$ cat config.mk
export PLATFORM = sky130hd
export DESIGN_NAME = mmfv_bank
export DESIGN_NICKNAME = d
export VERILOG_FILES = /design/src/mmfv_pkg.sv /design/src/mmfv_bank.sv
export VERILOG_INCLUDE_DIRS = /design/src
export SDC_FILE = /design/constraint.sdc
export NUM_CORES = 1
export LEC_CHECK = 0
export ABC_AREA = 1
export BUFFER_PORTS_ARGS = -buffer_cell sky130_fd_sc_hd__clkbuf_2
export CORE_ASPECT_RATIO = 0.9
export CORE_MARGIN = 2
export CORE_UTILIZATION = 55
export CTS_BUF_LIST = sky130_fd_sc_hd__clkbuf_8
export CTS_CLUSTER_SIZE = 20
export DETAILED_ROUTE_END_ITERATION = 16
export MAX_ROUTING_LAYER = met4
export PLACE_DENSITY_LB_ADDON = 0.05
export SLEW_MARGIN = 20
export SYNTH_ARGS = -nofsm -noshare
export SYNTH_HDL_FRONTEND = slang
export SYNTH_SLANG_ARGS = --single-unit
$ cat constraint.sdc
create_clock -name CLK -period 2.5 [get_ports CLK]
set_input_delay 0.25 -clock CLK [delete_from_list [all_inputs] [get_ports CLK]]
set_output_delay 0.25 -clock CLK [all_outputs]
set_load 0.01 [all_outputs]
$ cat src/mmfv_cfg.svh
`ifndef MMFV_CFG_SVH
`define MMFV_CFG_SVH

// byte offsets of the bank inside the lower management region
`define MMFV_OFS_TEMP_FLAGS   8'h06
`define MMFV_OFS_VCC_FLAGS    8'h07
`define MMFV_OFS_RXP_CH12     8'h09
`define MMFV_OFS_RXP_CH34     8'h0A
`define MMFV_OFS_BIAS_CH12    8'h0B
`define MMFV_OFS_BIAS_CH34    8'h0C
`define MMFV_OFS_TXP_CH12     8'h0D
`define MMFV_OFS_TXP_CH34     8'h0E
`define MMFV_OFS_TEMP_HIGH    8'h16
`define MMFV_OFS_TEMP_LOW     8'h17
`define MMFV_OFS_VCC_HIGH     8'h1A
`define MMFV_OFS_VCC_LOW      8'h1B

// module flag bytes use only the upper nibble
`define MMFV_MOD_FLAG_MASK    8'hF0
`define MMFV_CH_FLAG_MASK     8'hFF
`define MMFV_FLAG_BYTES       8
`define MMFV_IDX_TEMP         3'h0
`define MMFV_IDX_VCC          3'h1
`define MMFV_IDX_RXP12        3'h2

// serial bus framing
`define MMFV_DEV_ADDR         7'h50
`define MMFV_BITS_PER_BYTE    4'h8
`define MMFV_LAST_RD_SHIFT    4'h7
`define MMFV_ZERO_BYTE        8'h00
`define MMFV_SYNC_IDLE        3'h7

`endif

$ cat src/mmfv_pkg.sv
package mmfv_pkg;

	// one byte per flag register, index 0 = temperature flags
	typedef logic [7:0] mmfv_byte_t;
	typedef mmfv_byte_t [7:0] mmfv_flag_bank_t;

	typedef struct packed {
		logic signed [15:0] temp;  // 1/256 degC per step
		logic        [15:0] volt;  // 100 uV per step
	} mmfv_mon_t;

	typedef enum logic [2:0] {
		MMFV_IDLE,
		MMFV_ADDR,
		MMFV_ACK_ADDR,
		MMFV_WR,
		MMFV_ACK_WR,
		MMFV_RD,
		MMFV_ACK_RD
	} mmfv_state_t;

endpackage

$ cat src/mmfv_bank.sv
`timescale 1ns/1ps
`include "mmfv_cfg.svh"

// Functional notes
// - byte 6 holds latched temperature flags in bits 7..4, low nibble reserved.
// - byte 7 holds latched supply flags in bits 7..4, low nibble reserved.
// - byte 9 holds receive power flags, channel 1 high nibble, channel 2 low.
// - byte 10 holds receive power flags, channel 3 high nibble, channel 4 low.
// - bytes 11 and 12 hold transmit bias flags, lower channel in high nibble.
// - bytes 13 and 14 hold transmit power flags, same placement as bias.
// - temperature is a signed 16-bit word, 1/256 degree per step.
// - temperature high byte at 22, low byte at 23.
// - supply voltage is an unsigned 16-bit word, 100 microvolts per step.
// - supply voltage high byte at 26, low byte at 27.
// - a flag reads 0 until its condition occurs, sets on the condition and stays set until read.
// - the bank is read over the always addressable lower 128 byte region.
// - any unmasked latched flag drives the interrupt output low.
// - not ready stays high until valid readings exist, then stays low.
module mmfv_bank
	import mmfv_pkg::*;
(
	input  wire logic            CLK,              // 100 MHz clock
	input  wire logic            RST_N,            // sync reset, active low
	input  wire logic            SCL_I,            // serial clock pin
	input  wire logic            SDA_I,            // serial data pin level
	output logic                 SDA_O,            // data drive value, always 0
	output logic                 SDA_OE,           // high while pulling low
	input  wire mmfv_flag_bank_t COND,             // live flag conditions
	input  wire mmfv_flag_bank_t MASK,             // 1 = event masked
	input  wire logic            MEAS_VALID,       // new readings strobe
	input  wire mmfv_mon_t       MEAS,             // readings with strobe
	output logic                 INTERRUPT_OUT_N,  // open-drain level, low
	output logic                 DATA_NOT_READY    // no valid readings yet
);

	logic [2:0]      scl_sync;
	logic [2:0]      sda_sync;
	logic            scl_f;
	logic            sda_f;
	logic            scl_p;
	logic            sda_p;
	mmfv_state_t     state;
	logic [3:0]      bit_cnt;
	logic [7:0]      shift;
	logic [7:0]      ptr;
	logic            first_wr;
	logic            master_nack;
	mmfv_flag_bank_t flags;
	mmfv_mon_t       mon;

	wire logic scl_rise   = scl_f & ~scl_p;
	wire logic scl_fall   = ~scl_f & scl_p;
	wire logic start_seen = scl_f & scl_p & sda_p & ~sda_f;
	wire logic stop_seen  = scl_f & scl_p & ~sda_p & sda_f;
	wire logic byte_done  = (bit_cnt == `MMFV_BITS_PER_BYTE);
	wire logic addr_hit   = (shift[7:1] == `MMFV_DEV_ADDR);

	// load of a read byte; this is what clears the flags it carries
	wire logic rd_load = scl_fall &
		(((state == MMFV_ACK_ADDR) & shift[0]) |
		 ((state == MMFV_ACK_RD) & ~master_nack));

	function automatic logic [3:0] flag_slot(input logic [7:0] a);
		case (a)
			`MMFV_OFS_TEMP_FLAGS: flag_slot = 4'h8;
			`MMFV_OFS_VCC_FLAGS:  flag_slot = 4'h9;
			`MMFV_OFS_RXP_CH12:   flag_slot = 4'hA;
			`MMFV_OFS_RXP_CH34:   flag_slot = 4'hB;
			`MMFV_OFS_BIAS_CH12:  flag_slot = 4'hC;
			`MMFV_OFS_BIAS_CH34:  flag_slot = 4'hD;
			`MMFV_OFS_TXP_CH12:   flag_slot = 4'hE;
			`MMFV_OFS_TXP_CH34:   flag_slot = 4'hF;
			default:              flag_slot = 4'h0;
		endcase
	endfunction

	// bit 3 of the slot marks a flag byte, bits 2..0 its index
	wire logic [3:0] rd_slot  = flag_slot(ptr);
	wire logic       rd_flag  = rd_slot[3];
	wire logic [2:0] rd_index = rd_slot[2:0];

	// bytes above 127 and unlisted bytes fall through to zero
	wire logic [7:0] rd_data =
		ptr[7]                      ? `MMFV_ZERO_BYTE :
		rd_flag                     ? flags[rd_index] :
		(ptr == `MMFV_OFS_TEMP_HIGH) ? mon.temp[15:8] :
		(ptr == `MMFV_OFS_TEMP_LOW)  ? mon.temp[7:0] :
		(ptr == `MMFV_OFS_VCC_HIGH)  ? mon.volt[15:8] :
		(ptr == `MMFV_OFS_VCC_LOW)   ? mon.volt[7:0] :
		`MMFV_ZERO_BYTE;

	// three stage pin synchroniser, a change counts when 2nd and 3rd agree
	always_ff @(posedge CLK) begin
		if (!RST_N) begin
			scl_sync <= `MMFV_SYNC_IDLE;
			sda_sync <= `MMFV_SYNC_IDLE;
		end else begin
			scl_sync <= {scl_sync[1:0], SCL_I};
			sda_sync <= {sda_sync[1:0], SDA_I};
		end
	end

	always_ff @(posedge CLK) begin
		if (!RST_N) begin
			scl_f <= 1'b1;
			sda_f <= 1'b1;
			scl_p <= 1'b1;
			sda_p <= 1'b1;
		end else begin
			if (scl_sync[1] == scl_sync[2]) begin
				scl_f <= scl_sync[2];
			end
			if (sda_sync[1] == sda_sync[2]) begin
				sda_f <= sda_sync[2];
			end
			scl_p <= scl_f;
			sda_p <= sda_f;
		end
	end

	// serial slave; data changes only after scl falls
	always_ff @(posedge CLK) begin
		if (!RST_N) begin
			state       <= MMFV_IDLE;
			bit_cnt     <= 4'h0;
			shift       <= `MMFV_ZERO_BYTE;
			ptr         <= `MMFV_ZERO_BYTE;
			first_wr    <= 1'b0;
			master_nack <= 1'b1;
			SDA_OE      <= 1'b0;
		end else if (start_seen) begin
			state   <= MMFV_ADDR;
			bit_cnt <= 4'h0;
			SDA_OE  <= 1'b0;
		end else if (stop_seen) begin
			state  <= MMFV_IDLE;
			SDA_OE <= 1'b0;
		end else begin
			case (state)
				MMFV_IDLE: begin
					SDA_OE <= 1'b0;
				end
				MMFV_ADDR, MMFV_WR: begin
					if (scl_rise && !byte_done) begin
						shift   <= {shift[6:0], sda_f};
						bit_cnt <= bit_cnt + 4'h1;
					end else if (scl_fall && byte_done) begin
						bit_cnt <= 4'h0;
						if (state == MMFV_ADDR) begin
							state  <= addr_hit ? MMFV_ACK_ADDR : MMFV_IDLE;
							SDA_OE <= addr_hit;
						end else begin
							// data bytes only move the pointer
							state    <= MMFV_ACK_WR;
							SDA_OE   <= 1'b1;
							first_wr <= 1'b0;
							ptr      <= first_wr ? shift : ptr + 8'h01;
						end
					end
				end
				MMFV_ACK_ADDR: begin
					if (scl_fall) begin
						if (shift[0]) begin
							state   <= MMFV_RD;
							shift   <= rd_data;
							SDA_OE  <= ~rd_data[7];
							ptr     <= ptr + 8'h01;
							bit_cnt <= 4'h0;
						end else begin
							state    <= MMFV_WR;
							SDA_OE   <= 1'b0;
							first_wr <= 1'b1;
						end
					end
				end
				MMFV_ACK_WR: begin
					if (scl_fall) begin
						state  <= MMFV_WR;
						SDA_OE <= 1'b0;
					end
				end
				MMFV_RD: begin
					if (scl_fall) begin
						if (bit_cnt == `MMFV_LAST_RD_SHIFT) begin
							state  <= MMFV_ACK_RD;
							SDA_OE <= 1'b0;
						end else begin
							shift   <= {shift[6:0], 1'b0};
							SDA_OE  <= ~shift[6];
							bit_cnt <= bit_cnt + 4'h1;
						end
					end
				end
				MMFV_ACK_RD: begin
					if (scl_rise) begin
						master_nack <= sda_f;
					end else if (scl_fall) begin
						if (master_nack) begin
							state <= MMFV_IDLE;
						end else begin
							state   <= MMFV_RD;
							shift   <= rd_data;
							SDA_OE  <= ~rd_data[7];
							ptr     <= ptr + 8'h01;
							bit_cnt <= 4'h0;
						end
					end
				end
				default: begin
					state  <= MMFV_IDLE;
					SDA_OE <= 1'b0;
				end
			endcase
		end
	end

	always_ff @(posedge CLK) begin
		if (!RST_N) begin
			SDA_O <= 1'b0;
		end else begin
			SDA_O <= 1'b0;
		end
	end

	// sticky flags: a condition in the clearing cycle wins over the read
	genvar gi;
	generate
		for (gi = 0; gi < `MMFV_FLAG_BYTES; gi++) begin : g_flag
			localparam logic [7:0] KEEP = (gi < 2) ?
				`MMFV_MOD_FLAG_MASK : `MMFV_CH_FLAG_MASK;
			wire logic clr = rd_load & rd_flag & (rd_index == 3'(gi));
			wire logic [7:0] next_flag =
				((clr ? `MMFV_ZERO_BYTE : flags[gi]) | COND[gi]) & KEEP;
			always_ff @(posedge CLK) begin
				if (!RST_N) begin
					flags[gi] <= `MMFV_ZERO_BYTE;
				end else begin
					flags[gi] <= next_flag;
				end
			end
		end
	endgenerate

	wire logic next_int_n = ~|(flags & ~MASK);

	always_ff @(posedge CLK) begin
		if (!RST_N) begin
			INTERRUPT_OUT_N <= 1'b1;
			DATA_NOT_READY  <= 1'b1;
			mon             <= '0;
		end else begin
			INTERRUPT_OUT_N <= next_int_n;
			if (MEAS_VALID) begin
				DATA_NOT_READY <= 1'b0;
				mon            <= MEAS;
			end
		end
	end
endmodule

==> results.md, run 1 <==
- CP required: between 2 and 3 ns
- Crit-path leading delay family: simple AND/OR/NAND/NOR gates
- 1st-iter DRT viols: 718
- RSZ-0062 raised after global routing: no
- Die Y: 106.9 um
- Detail-routed via count per cell: 5.387
- Detail Placement HPWL: about 15000 um
- Top_reg_cell synth: dfxtp_1
- Register area share after synthesis: roughly 40%
- # rows: 37
- Buffers on Ports: 151
- Dominant cell type by area after synthesis: dfxtp_1
- Critical path buffers and inverters: 4
- FFs w/ async S/R, synth: 0%
- GRT Residual Overflow: 0
- Drt first pass iters: 7
- Number of synthesis warnings: 0
- Maximum fanout along the worst path: 5
- Clock skew: ~0.019 ns
- Status: finished clean
- Final setup vio count: 0
- Most frequent CP cell: nand2_1
- DR DRC count: 0
- Worst r2r src: scl_p
- I/O pin total: 169
- Die Area: 12660 um2
- Critical path, cell by cell: inv_1, nor2_4, inv_1, nand2_1, nand2_1, nor2_2, nand2_2, buf_4, o21ai_1, nand2_2, inv_1, ha_1, nand3b_1, nand2_1, nand2_1, nand2_1
- Worst min-delay path class: primary input to register
- Placed cell count: between 1000 and 1500
- Routed vias: approximately 7100
- Global-route wire length before repair: approximately 33000 um
- Htree depth: 4
- Pin count of the biggest net entering global routing: 34
- Initial antenna violation count: 0
- Biggest cell delay along the critical path: 0.38 ns
- CTS tree: built
- Number of global-route vias before repair: ~7000
- Cells taking the most area after synthesis: dfxtp_1 (40%), a21oi_1 (8.7%), nor2_1 (8.1%)
- TritonCTS buffer count: 17
- Initial Util: 56.63%
- Net count of the mapped netlist: approximately 1100
- Final Routed Wirelength: approximately 20000 um
- PwrDens: 684.4 nW/um2
- Root Buffer: clkbuf_8
- Area Overhead vs Synth: 31.30%
- Tcrit/Tclk final: around 90%
- WL per Instance: 15.40 um
- Final ANT Viol Nets: 0
- CP startpoint: scl_p
- Maximum clock rate: around 0.45 GHz
- Max-Cap Viols: 0
- Fin nets: ~1300
- Tmin final: 2.240 ns
- Clock Sinks: 130
- Worst path arrival time: between 2 and 3 ns
- Hold wc startpoint: COND[28]
- Layout cells sized above 1: between 20% and 30%
- Cell Count, Final, Fillers Out: 1327
- Clock latency at the later pin of the worst-skew pair: 0.47 ns
- Pleak: slightly below 4 nW
- Yosys top cell area share: between 40% and 50%
- Setup_tns: 0 ns
- Ant diodes: 0
- Avg Cell Area, Syn: roughly 6.9 um2
- GR Util All Layers: roughly a third
- Max clock buf depth: 2
- Endpoints failing hold: 0
- Number of flops mapped to enable cells by yosys: 0
- VDD IR max: between 0.0005 and 0.0006 V
- Worst setup EP type: register
- Synth unique cells: 46
- Mapped Cells: ~940
- Startpoint type of the worst setup path: register
- Clock transition at path regs: 0.09 ns
- Core Box Area: about 11000 um2
- GP Congestion: about 1
- Yosys reg bits: 130
- Critical path's slowest cell: dfxtp_1
- DIE WIDTH: about 120 um
- Final count of pins violating max slew: 0
- Syn Std Cell Area: between 6000 and 7000 um2
- CP Class: register to register
[power breakdown]
| group | internal, W | total [W] | switching (W) |
|---|---|---|---|
| combinational | 0.000550 | 0.00139 | 0.000840 |
| clock | 0.00113 | 0.00202 | 0.000892 |
| sequential | 0.00226 | 0.00241 | 0.000149 |
| total | 0.00394 | 0.00582 | 0.00188 |
[worst min-delay path: cells and delay by family]
kind	cells	cell delay [ns]
and+or+nand+nor	1	0.07
buffers and inverters	1	0.08
AOI/OAI and AO/OA	1	0.04
[timing repair]
item | in CTS | in global routing
endpoints found under the hold margin | 53 | 0
hold buffers | 53 | 0
gates resized for setup | 0 | 7
setup buffers | 0 | 0
endpoints found under the setup margin | 0 | 4
[registers in the layout, summed over array words and instances (netlist names), named ones only]
register / cells
DATA_NOT_READY: 1
INTERRUPT_OUT_N: 1
SDA_OE: 1
bit_cnt: 4
first_wr: 1
flags: 56
master_nack: 1
mon: 32
ptr: 8
scl_f: 1
scl_p: 1
scl_sync: 3
sda_f: 1
sda_p: 1
sda_sync: 3
shift: 8
state: 3
[final cells by class]
type | instances | area [um2]
Multi-Input combinational cell | 641 | 3251
Inverter | 137 | 514.2
Timing Repair Buffer | 231 | 1489
Sequential cell | 130 | 2604
Fill cell | 945 | 2933
Clock inverter | 14 | 201.4
Tap cell | 156 | 195.2
Clock buffer | 18 | 247.7
[stage by stage]
| step | instance area [um2] | setup WS [ns] | total power (W) | hold WS (ns) | utilization, % |
|---|---|---|---|---|---|
| 4_1_cts | 8484 | 0.1468 | 0.005790 | 0.001295 | 74.20 |
| 2_1_floorplan | 6475 | 0.4347 | 0.003291 | 0.3566 | - |
| 6_report | 8502 | 0.2601 | 0.005819 | 0.009806 | 74.35 |
| 5_1_grt | 8502 | 0.01643 | 0.006119 | 0.01274 | 74.35 |
| 3_3_place_gp | 7505 | 0.2123 | 0.003715 | 0.4038 | 65.63 |
| 3_5_place_dp | 7505 | 0.1838 | 0.003724 | 0.4073 | 65.63 |
[final timing paths]
kind	end	slack, ns	cells after the start
max reg2reg	register	0.26	16
min	flags[28]	0.01	3
max	register	0.26	16
min reg2reg	scl_sync[1]	0.43	1
[synthesized netlist by cell type (all sizes together), types with 2 or more instances]
| cell type | number |
|---|---|
| a21o | 4 |
| a21oi | 112 |
| a31oi | 2 |
| buf | 9 |
| clkbuf | 18 |
| clkinv | 2 |
| dfxtp | 130 |
| ha | 8 |
| inv | 135 |
| nand2 | 137 |
| nand3 | 45 |
| nand4 | 19 |
| nor2 | 151 |
| nor3 | 12 |
| nor3b | 2 |
| nor4 | 8 |
| o2111ai | 4 |
| o211ai | 7 |
| o21ai | 87 |
| o22ai | 23 |
| o31ai | 2 |
| or2 | 9 |
| xor2 | 2 |
[metal layers]
metal | wire, um | track usage (%) | share of wire (%)
met5 | 0 | - | 0
met1 | 8844 | 42.30 | 43
met2 | 9379 | 53.47 | 46
met4 | 450 | 11.82 | 2.2
met3 | 1765 | 8.670 | 8.6
[kinds of logic after synthesis]
group                      count (synthesis)  share of synthesized area, %
other                                      1                       0.05792
and+or+nand+nor                          384                         27.25
xor gates and xnor gates                   3                        0.4059
DFF                                      130                         40.19
adders and majority gates                  8                         1.546
AOI/OAI and AO/OA                        245                         20.70
buffers and inverters                    164                         9.855
[placed cells by master, fill, tap and decap left out, types with 18 or more instances in the layout]
| master | instances |
|---|---|
| o21ai_0 | 75 |
| clkbuf_8 | 18 |
| nor2_1 | 137 |
| dlygate4sd3_1 | 53 |
| clkbuf_2 | 151 |
| dfxtp_1 | 129 |
| inv_1 | 122 |
| nand2_1 | 124 |
| o22ai_1 | 22 |
| nand3_1 | 44 |
| buf_4 | 27 |
| a21oi_1 | 111 |
| nand4_1 | 18 |
No activity file was read; power rests on OpenSTA's default activity.
==> run 2, diff against run 1 <==
--- a/config.mk
+++ b/config.mk
@@ -6,7 +6,6 @@
 export SDC_FILE = /design/constraint.sdc
 export NUM_CORES = 1
 export LEC_CHECK = 0
-export ABC_AREA = 1
 export BUFFER_PORTS_ARGS = -buffer_cell sky130_fd_sc_hd__clkbuf_2
 export CORE_ASPECT_RATIO = 0.9
 export CORE_MARGIN = 2
==> results.md, run 2 <==
- Drt first pass iters: 6
- Initial antenna violation count: 0
- RSZ-0062 raised after global routing: no
- Startpoint type of the worst setup path: register
- Status: finished clean
- Htree depth: 4
- # rows: 37
- Max-Cap Viols: 0
- Number of synthesis warnings: 0
- I/O pin total: about 170
- Cells taking the most area after synthesis: dfxtp_1 (40%), mux2i_1 (7.0%), a21oi_1 (7.0%)
- Worst setup EP type: register
- Die Y: ~110 um
- Commonest non-fill, non-tap cell in the layout: clkbuf_2
- Power, Total: ~0.0046 W
- CTS tree: built
- Top flop regs: flags x56, mon x32
- Maximum clock rate: around 0.42 GHz
- Clock latency at the later pin of the worst-skew pair: between 0.4 and 0.5 ns
- Tmin final: ~2.4 ns
- Post-synth top cells: dfxtp_1 (130), nor2_1 (119), a21oi_1 (91)
- Pin count of the biggest net entering global routing: 55
- Yosys reg bits: between 100 and 150
- Initial Util: a little under three fifths
- Global-route wire length before repair: between 30000 and 40000 um
- 1st-iter DRT viols: between 700 and 800
- Tcrit/Tclk final: 94.49%
- Dpl ws: -0.05046 ns
- Final setup vio count: 0
- GP Congestion: between 0.9 and 1
- Final Routed Wirelength: about 21000 um
- Worst Tran Pin Value: roughly 0.56 ns
- Final count of pins violating max slew: 0
- DR DRC count: 0
- Clock skew: 0.01120 ns
- Clock transition at path regs: ~0.080 ns
- Net count of the mapped netlist: between 900 and 1000
- VDD IR max: roughly 0.00049 V
- Clock Sinks: 130
- Ant diodes: 0
- Biggest register: flags
- Routed vias: roughly 6800
- Final ANT Viol Nets: 0
- Avg Cell Area, Syn: around 8.0 um2
- GR Util All Layers: ~33%
- Synth unique cells: 70
- CP required: about 2.9 ns
- Yosys top cell area share: just under 40%
- Syn Std Cell Area: approximately 6500 um2
- Most frequent cells in the layout: clkbuf_2 (151), dfxtp_1 (128), nor2_1 (119)
- Final worst setup slack: approximately 0.14 ns
- Area Overhead vs Synth: 25.36%
- Mapped Cells: between 800 and 900
- Number of flops mapped to enable cells by yosys: 0
- Top_reg_cell synth: dfxtp_1
- Worst path arrival time: ~2.7 ns
- Endpoints failing hold: 0
- Max reg flops: 56
- FFs w/ async S/R, synth: 0%
- Dominant cell type by area after synthesis: dfxtp_1
- Detail-routed via count per cell: roughly 5.8
- TritonCTS buffer count: 17
- WL per Instance: roughly 18 um
- Max clock buf depth: 2
- Die Area: 12790 um2
- DIE WIDTH: roughly 120 um
- Fin nets: 1172
- Layout cells sized above 1: about a quarter
- Core Box Area: around 12000 um2
- CP Class: register to register
- Count leader, synth: dfxtp_1
- Detail Placement HPWL: about 16000 um
- Maximum fanout along the worst path: 10
- PwrDens: about 560 nW/um2
- Pleak: approximately 3.6 nW
- GRT Residual Overflow: 0
- Number of global-route vias before repair: approximately 6400
- Relative slew slack: 62.28%
- Buffers on Ports: about 150
- Root Buffer: clkbuf_8
- Register area share after synthesis: 39.75%
- Worst min-delay path class: primary input to register
## run 2: cell types whose count changed after synthesis, moves of 25 or more
cell and delta:
clkbuf_1 +25, o21ai_0 -37, nand2_1 -77, mux2i_1 +46, inv_1 -48, nand3_1 -28
## run 2: final cells by class
| class | instances | area (um2) |
|---|---|---|
| clock buffer | 17 | 234.0 |
| clock inverter | 15 | 193.9 |
| fill | 954 | 3319 |
| inverter | 76 | 285.3 |
| multi-input combinational | 569 | 3487 |
| sequential | 130 | 2605 |
| tap | 156 | 195.2 |
| timing repair buffer | 205 | 1207 |
## run 2: kinds of logic (layout without fill, tap and decap cells)
logic type	count (synthesis)	in the layout	share of synthesized area (%)
xor gates and xnor gates	2	2	0.2676
AOI/OAI and AO/OA	241	241	22.78
DFF	130	130	39.75
and+or+nand+nor	267	267	19.99
buffers and inverters	124	313	7.395
muxes	50	50	8.236
adders and majority gates	8	8	1.529
other	1	1	0.05727
## run 2: where the power goes
group          switching, W  internal, W  leakage [nW]  total, W
combinational      0.000211     0.000213          2.28  0.000424
clock              0.000866      0.00108         0.216   0.00195
sequential        0.0000812      0.00217          1.08   0.00225
## run 2: critical path, stage by stage, from the launching register on
cell and delay [ns]:
dfxtp_1 0.41, or4_4 0.66, or4_4 0.44, a22oi_2 0.15, o22ai_1 0.15, o311a_1 0.33, nor3_2 0.14
## run 2: layer usage
layer,track usage (%),up-vias,routed length (um)
met4,11.82,0,457
met5,-,-,0
li1,-,3249,-
met3,4.979,43,1605
met2,51.64,316,9710
met1,44.42,3191,9071
## run 2: worst paths after layout
path / slack [ns] / cells past startpoint / endpoint / startpoint
worst max-delay path: 0.14 / 6 / SDA_OE / ptr[4]
worst min-delay path: 0.01 / 3 / flags[6] / COND[6]
worst max register to register: 0.14 / 6 / SDA_OE / ptr[4]
worst min register to register: 0.43 / 1 / sda_sync[1] / sda_sync[0]
## run 2: what timing repair did
action / in CTS / in global routing
endpoints found under the hold margin: 12 / 0
hold buffers: 12 / 0
endpoints found under the setup margin: 2 / 11
pin swaps: 0 / 3
buffers inserted: 0 / 3
resized for setup: 2 / 8
## run 2: through the flow
step,instances,hold WS (ns),util (%),setup TNS [ns],area (um2)
global placement,1121,0.3923,65.97,0,7605
CTS,1165,0.0006521,70.81,0,8163
detailed placement,1121,0.4080,65.97,-0.07725,7605
floorplan,823,0.3515,-,0,6548
finish,1168,0.01231,71.20,0,8208
global route,1168,0.009456,71.20,0,8208
==> run 3, diff against run 2 <==
--- a/config.mk
+++ b/config.mk
@@ -6,15 +6,16 @@
 export SDC_FILE = /design/constraint.sdc
 export NUM_CORES = 1
 export LEC_CHECK = 0
-export BUFFER_PORTS_ARGS = -buffer_cell sky130_fd_sc_hd__clkbuf_2
 export CORE_ASPECT_RATIO = 0.9
-export CORE_MARGIN = 2
-export CORE_UTILIZATION = 55
+export CORE_MARGIN = 1
+export CORE_UTILIZATION = 63
 export CTS_BUF_LIST = sky130_fd_sc_hd__clkbuf_8
 export CTS_CLUSTER_SIZE = 20
 export DETAILED_ROUTE_END_ITERATION = 16
+export DONT_BUFFER_PORTS = 1
 export MAX_ROUTING_LAYER = met4
 export PLACE_DENSITY_LB_ADDON = 0.05
+export SETUP_SLACK_MARGIN = 0.15
 export SLEW_MARGIN = 20
 export SYNTH_ARGS = -nofsm -noshare
 export SYNTH_HDL_FRONTEND = slang
==> results.md, run 3 (synthesis gave the netlist of run 2 again) <==
- Biggest register: flags
- Power, Total: around 0.0045 W
- Area Overhead vs Synth: 26.39%
- Buffers on Ports: 0
- DIE WIDTH: 109.5 um
- Final setup vio count: 0
- I/O pin total: around 170
- Startpoint type of the worst setup path: register
- Pin count of the biggest net entering global routing: 72
- Fin util: a little over four fifths
- Clock skew: 0.02045 ns
- Clock Sinks: between 100 and 150
- VDD IR max: 0.0006244 V
- Maximum fanout along the worst path: 5
- Relative slew slack: between 30% and 40%
- Die Area: 10810 um2
- Routed vias: 7109
- Initial antenna violation count: 1
- Fin nets: 1099
- Final count of pins violating max slew: 0
- Max reg flops: 56
- Layout cells sized above 1: a little under an eighth
- Worst min-delay path class: primary input to register
- Most frequent cells in the layout: dfxtp_1 (125), nor2_1 (119), dlygate4sd3_1 (92)
- Worst Tran Pin Value: ~1.0 ns
- Global-route wire length before repair: approximately 36000 um
- Area of the multi-input gates: ~3600 um2
- Maximum clock rate: around 0.42 GHz
- Initial Util: around two thirds
- TritonCTS buffer count: 17
- Commonest non-fill, non-tap cell in the layout: dfxtp_1
- Pleak: approximately 3.3 nW
- Htree depth: 4
- Core Box Area: a little under 10000 um2
- WL per Instance: approximately 22 um
- Register Area: 2614 um2
- Hold slack: -0.02534 ns
- DR DRC count: 0
- Detail Placement HPWL: between 10000 and 15000 um
- PwrDens: 544.1 nW/um2
- Max clock buf depth: 2
- Final ANT Viol Nets: 0
- GRT Residual Overflow: 0
- Clock latency at the later pin of the worst-skew pair: 0.46 ns
- Clock transition at path regs: 0.09 ns
- GP Congestion: 0.9198
- CP Class: register to register
- Root Buffer: clkbuf_8
- Top flop regs: flags x56, mon x32
- Endpoints failing hold: 1
- # rows: 34
- Drt first pass iters: 9
- Failing checks: negative hold slack
- CTS tree: built
- Worst path arrival time: between 2 and 3 ns
- CP required: around 2.9 ns
- Die Y: between 90 and 100 um
- Max-Cap Viols: 0
- Final Routed Wirelength: about 23000 um
- Status: complete, but fails checks
- RSZ-0062 raised after global routing: yes
- Detail-routed via count per cell: 6.681
- Tmin final: ~2.4 ns
- Number of global-route vias before repair: slightly below 7000
- GR Util All Layers: between 40 and 50%
- Worst setup EP type: register
- 1st-iter DRT viols: about 900
- Layout fillers: 554
- Tcrit/Tclk final: a little over nine tenths
run 3: cell types whose count changed in the layout (fill, tap and decap cells not counted), moves of 3 or more:
cell / delta
dlygate4sd3_1: +80
or3_4: +3
ha_1: -3
clkbuf_2: -151
buf_4: -4
dfxtp_1: -3
or3_1: -3
inv_1: -4
run 3: critical path, stage by stage (launching register included):
cell and delay (ns):
dfxtp_4 0.36, inv_2 0.04, ha_4 0.15, and4b_1 0.20, o311ai_4 0.38, buf_6 0.18
and2_1 0.15, o21a_1 0.21, inv_1 0.06, ha_1 0.19, a21oi_1 0.12, a2bb2oi_1 0.08
o22ai_1 0.15
run 3: routing by layer:
metal / vias up / share of wire (%) / track usage (%)
met3: 148 / 12 / 12.37
met4: 0 / 5.5 / 22.77
met5: - / 0 / -
met2: 562 / 45 / 68.75
li1: 3111 / - / -
met1: 3288 / 37 / 53.57
run 3: path summary, 6_finish.rpt:
kind | from | to | slack, ns | cells after the start
setup / recovery | bit_cnt[1] | register | 0.14 | 12
setup reg to reg | bit_cnt[1] | register | 0.14 | 12
hold reg to reg | sda_sync[0] | sda_sync[1] | 0.41 | 1
hold / removal | RST_N | ptr[2] | -0.03 | 2
run 3: cell type report:
| class | count | area share [%] |
|---|---|---|
| Multi-Input combinational cell | 569 | 43.26 |
| Antenna cell | 1 | 0.03024 |
| Sequential cell | 130 | 31.58 |
| Inverter | 76 | 3.447 |
| Clock buffer | 18 | 2.994 |
| Clock inverter | 12 | 1.633 |
| Timing Repair Buffer | 132 | 15.15 |
| Tap cell | 126 | 1.905 |
run 3: repair_timing:
action | 4_1_cts | 5_1_grt
pin swaps | 4 | 13
cloned | 0 | 0
gates resized for setup | 7 | 27
buffers inserted | 4 | 5
setup endpoints to repair | 38 | 46
hold endpoints to repair | 111 | 2
hold buffers | 92 | 1
run 3: where the power goes:
group / switching (W) / internal, W / total [W]
clock network: 0.000909 / 0.000904 / 0.00181
logic: 0.000210 / 0.000215 / 0.000425
registers: 0.0000951 / 0.00217 / 0.00227
total: 0.00121 / 0.00329 / 0.00450
run 3: metrics by stage:
step / setup slack (ns) / cells / TNS (ns) / area [um2]
after floorplan: 0.1729 / 823 / 0 / 6564
after global placement: 0.1101 / 931 / 0 / 6759
after detailed placement: -0.07777 / 931 / -0.1737 / 6759
after CTS: 0.1362 / 1057 / 0 / 8124
after global routing: 0.02181 / 1064 / 0 / 8275
final: 0.1431 / 1064 / 0 / 8275
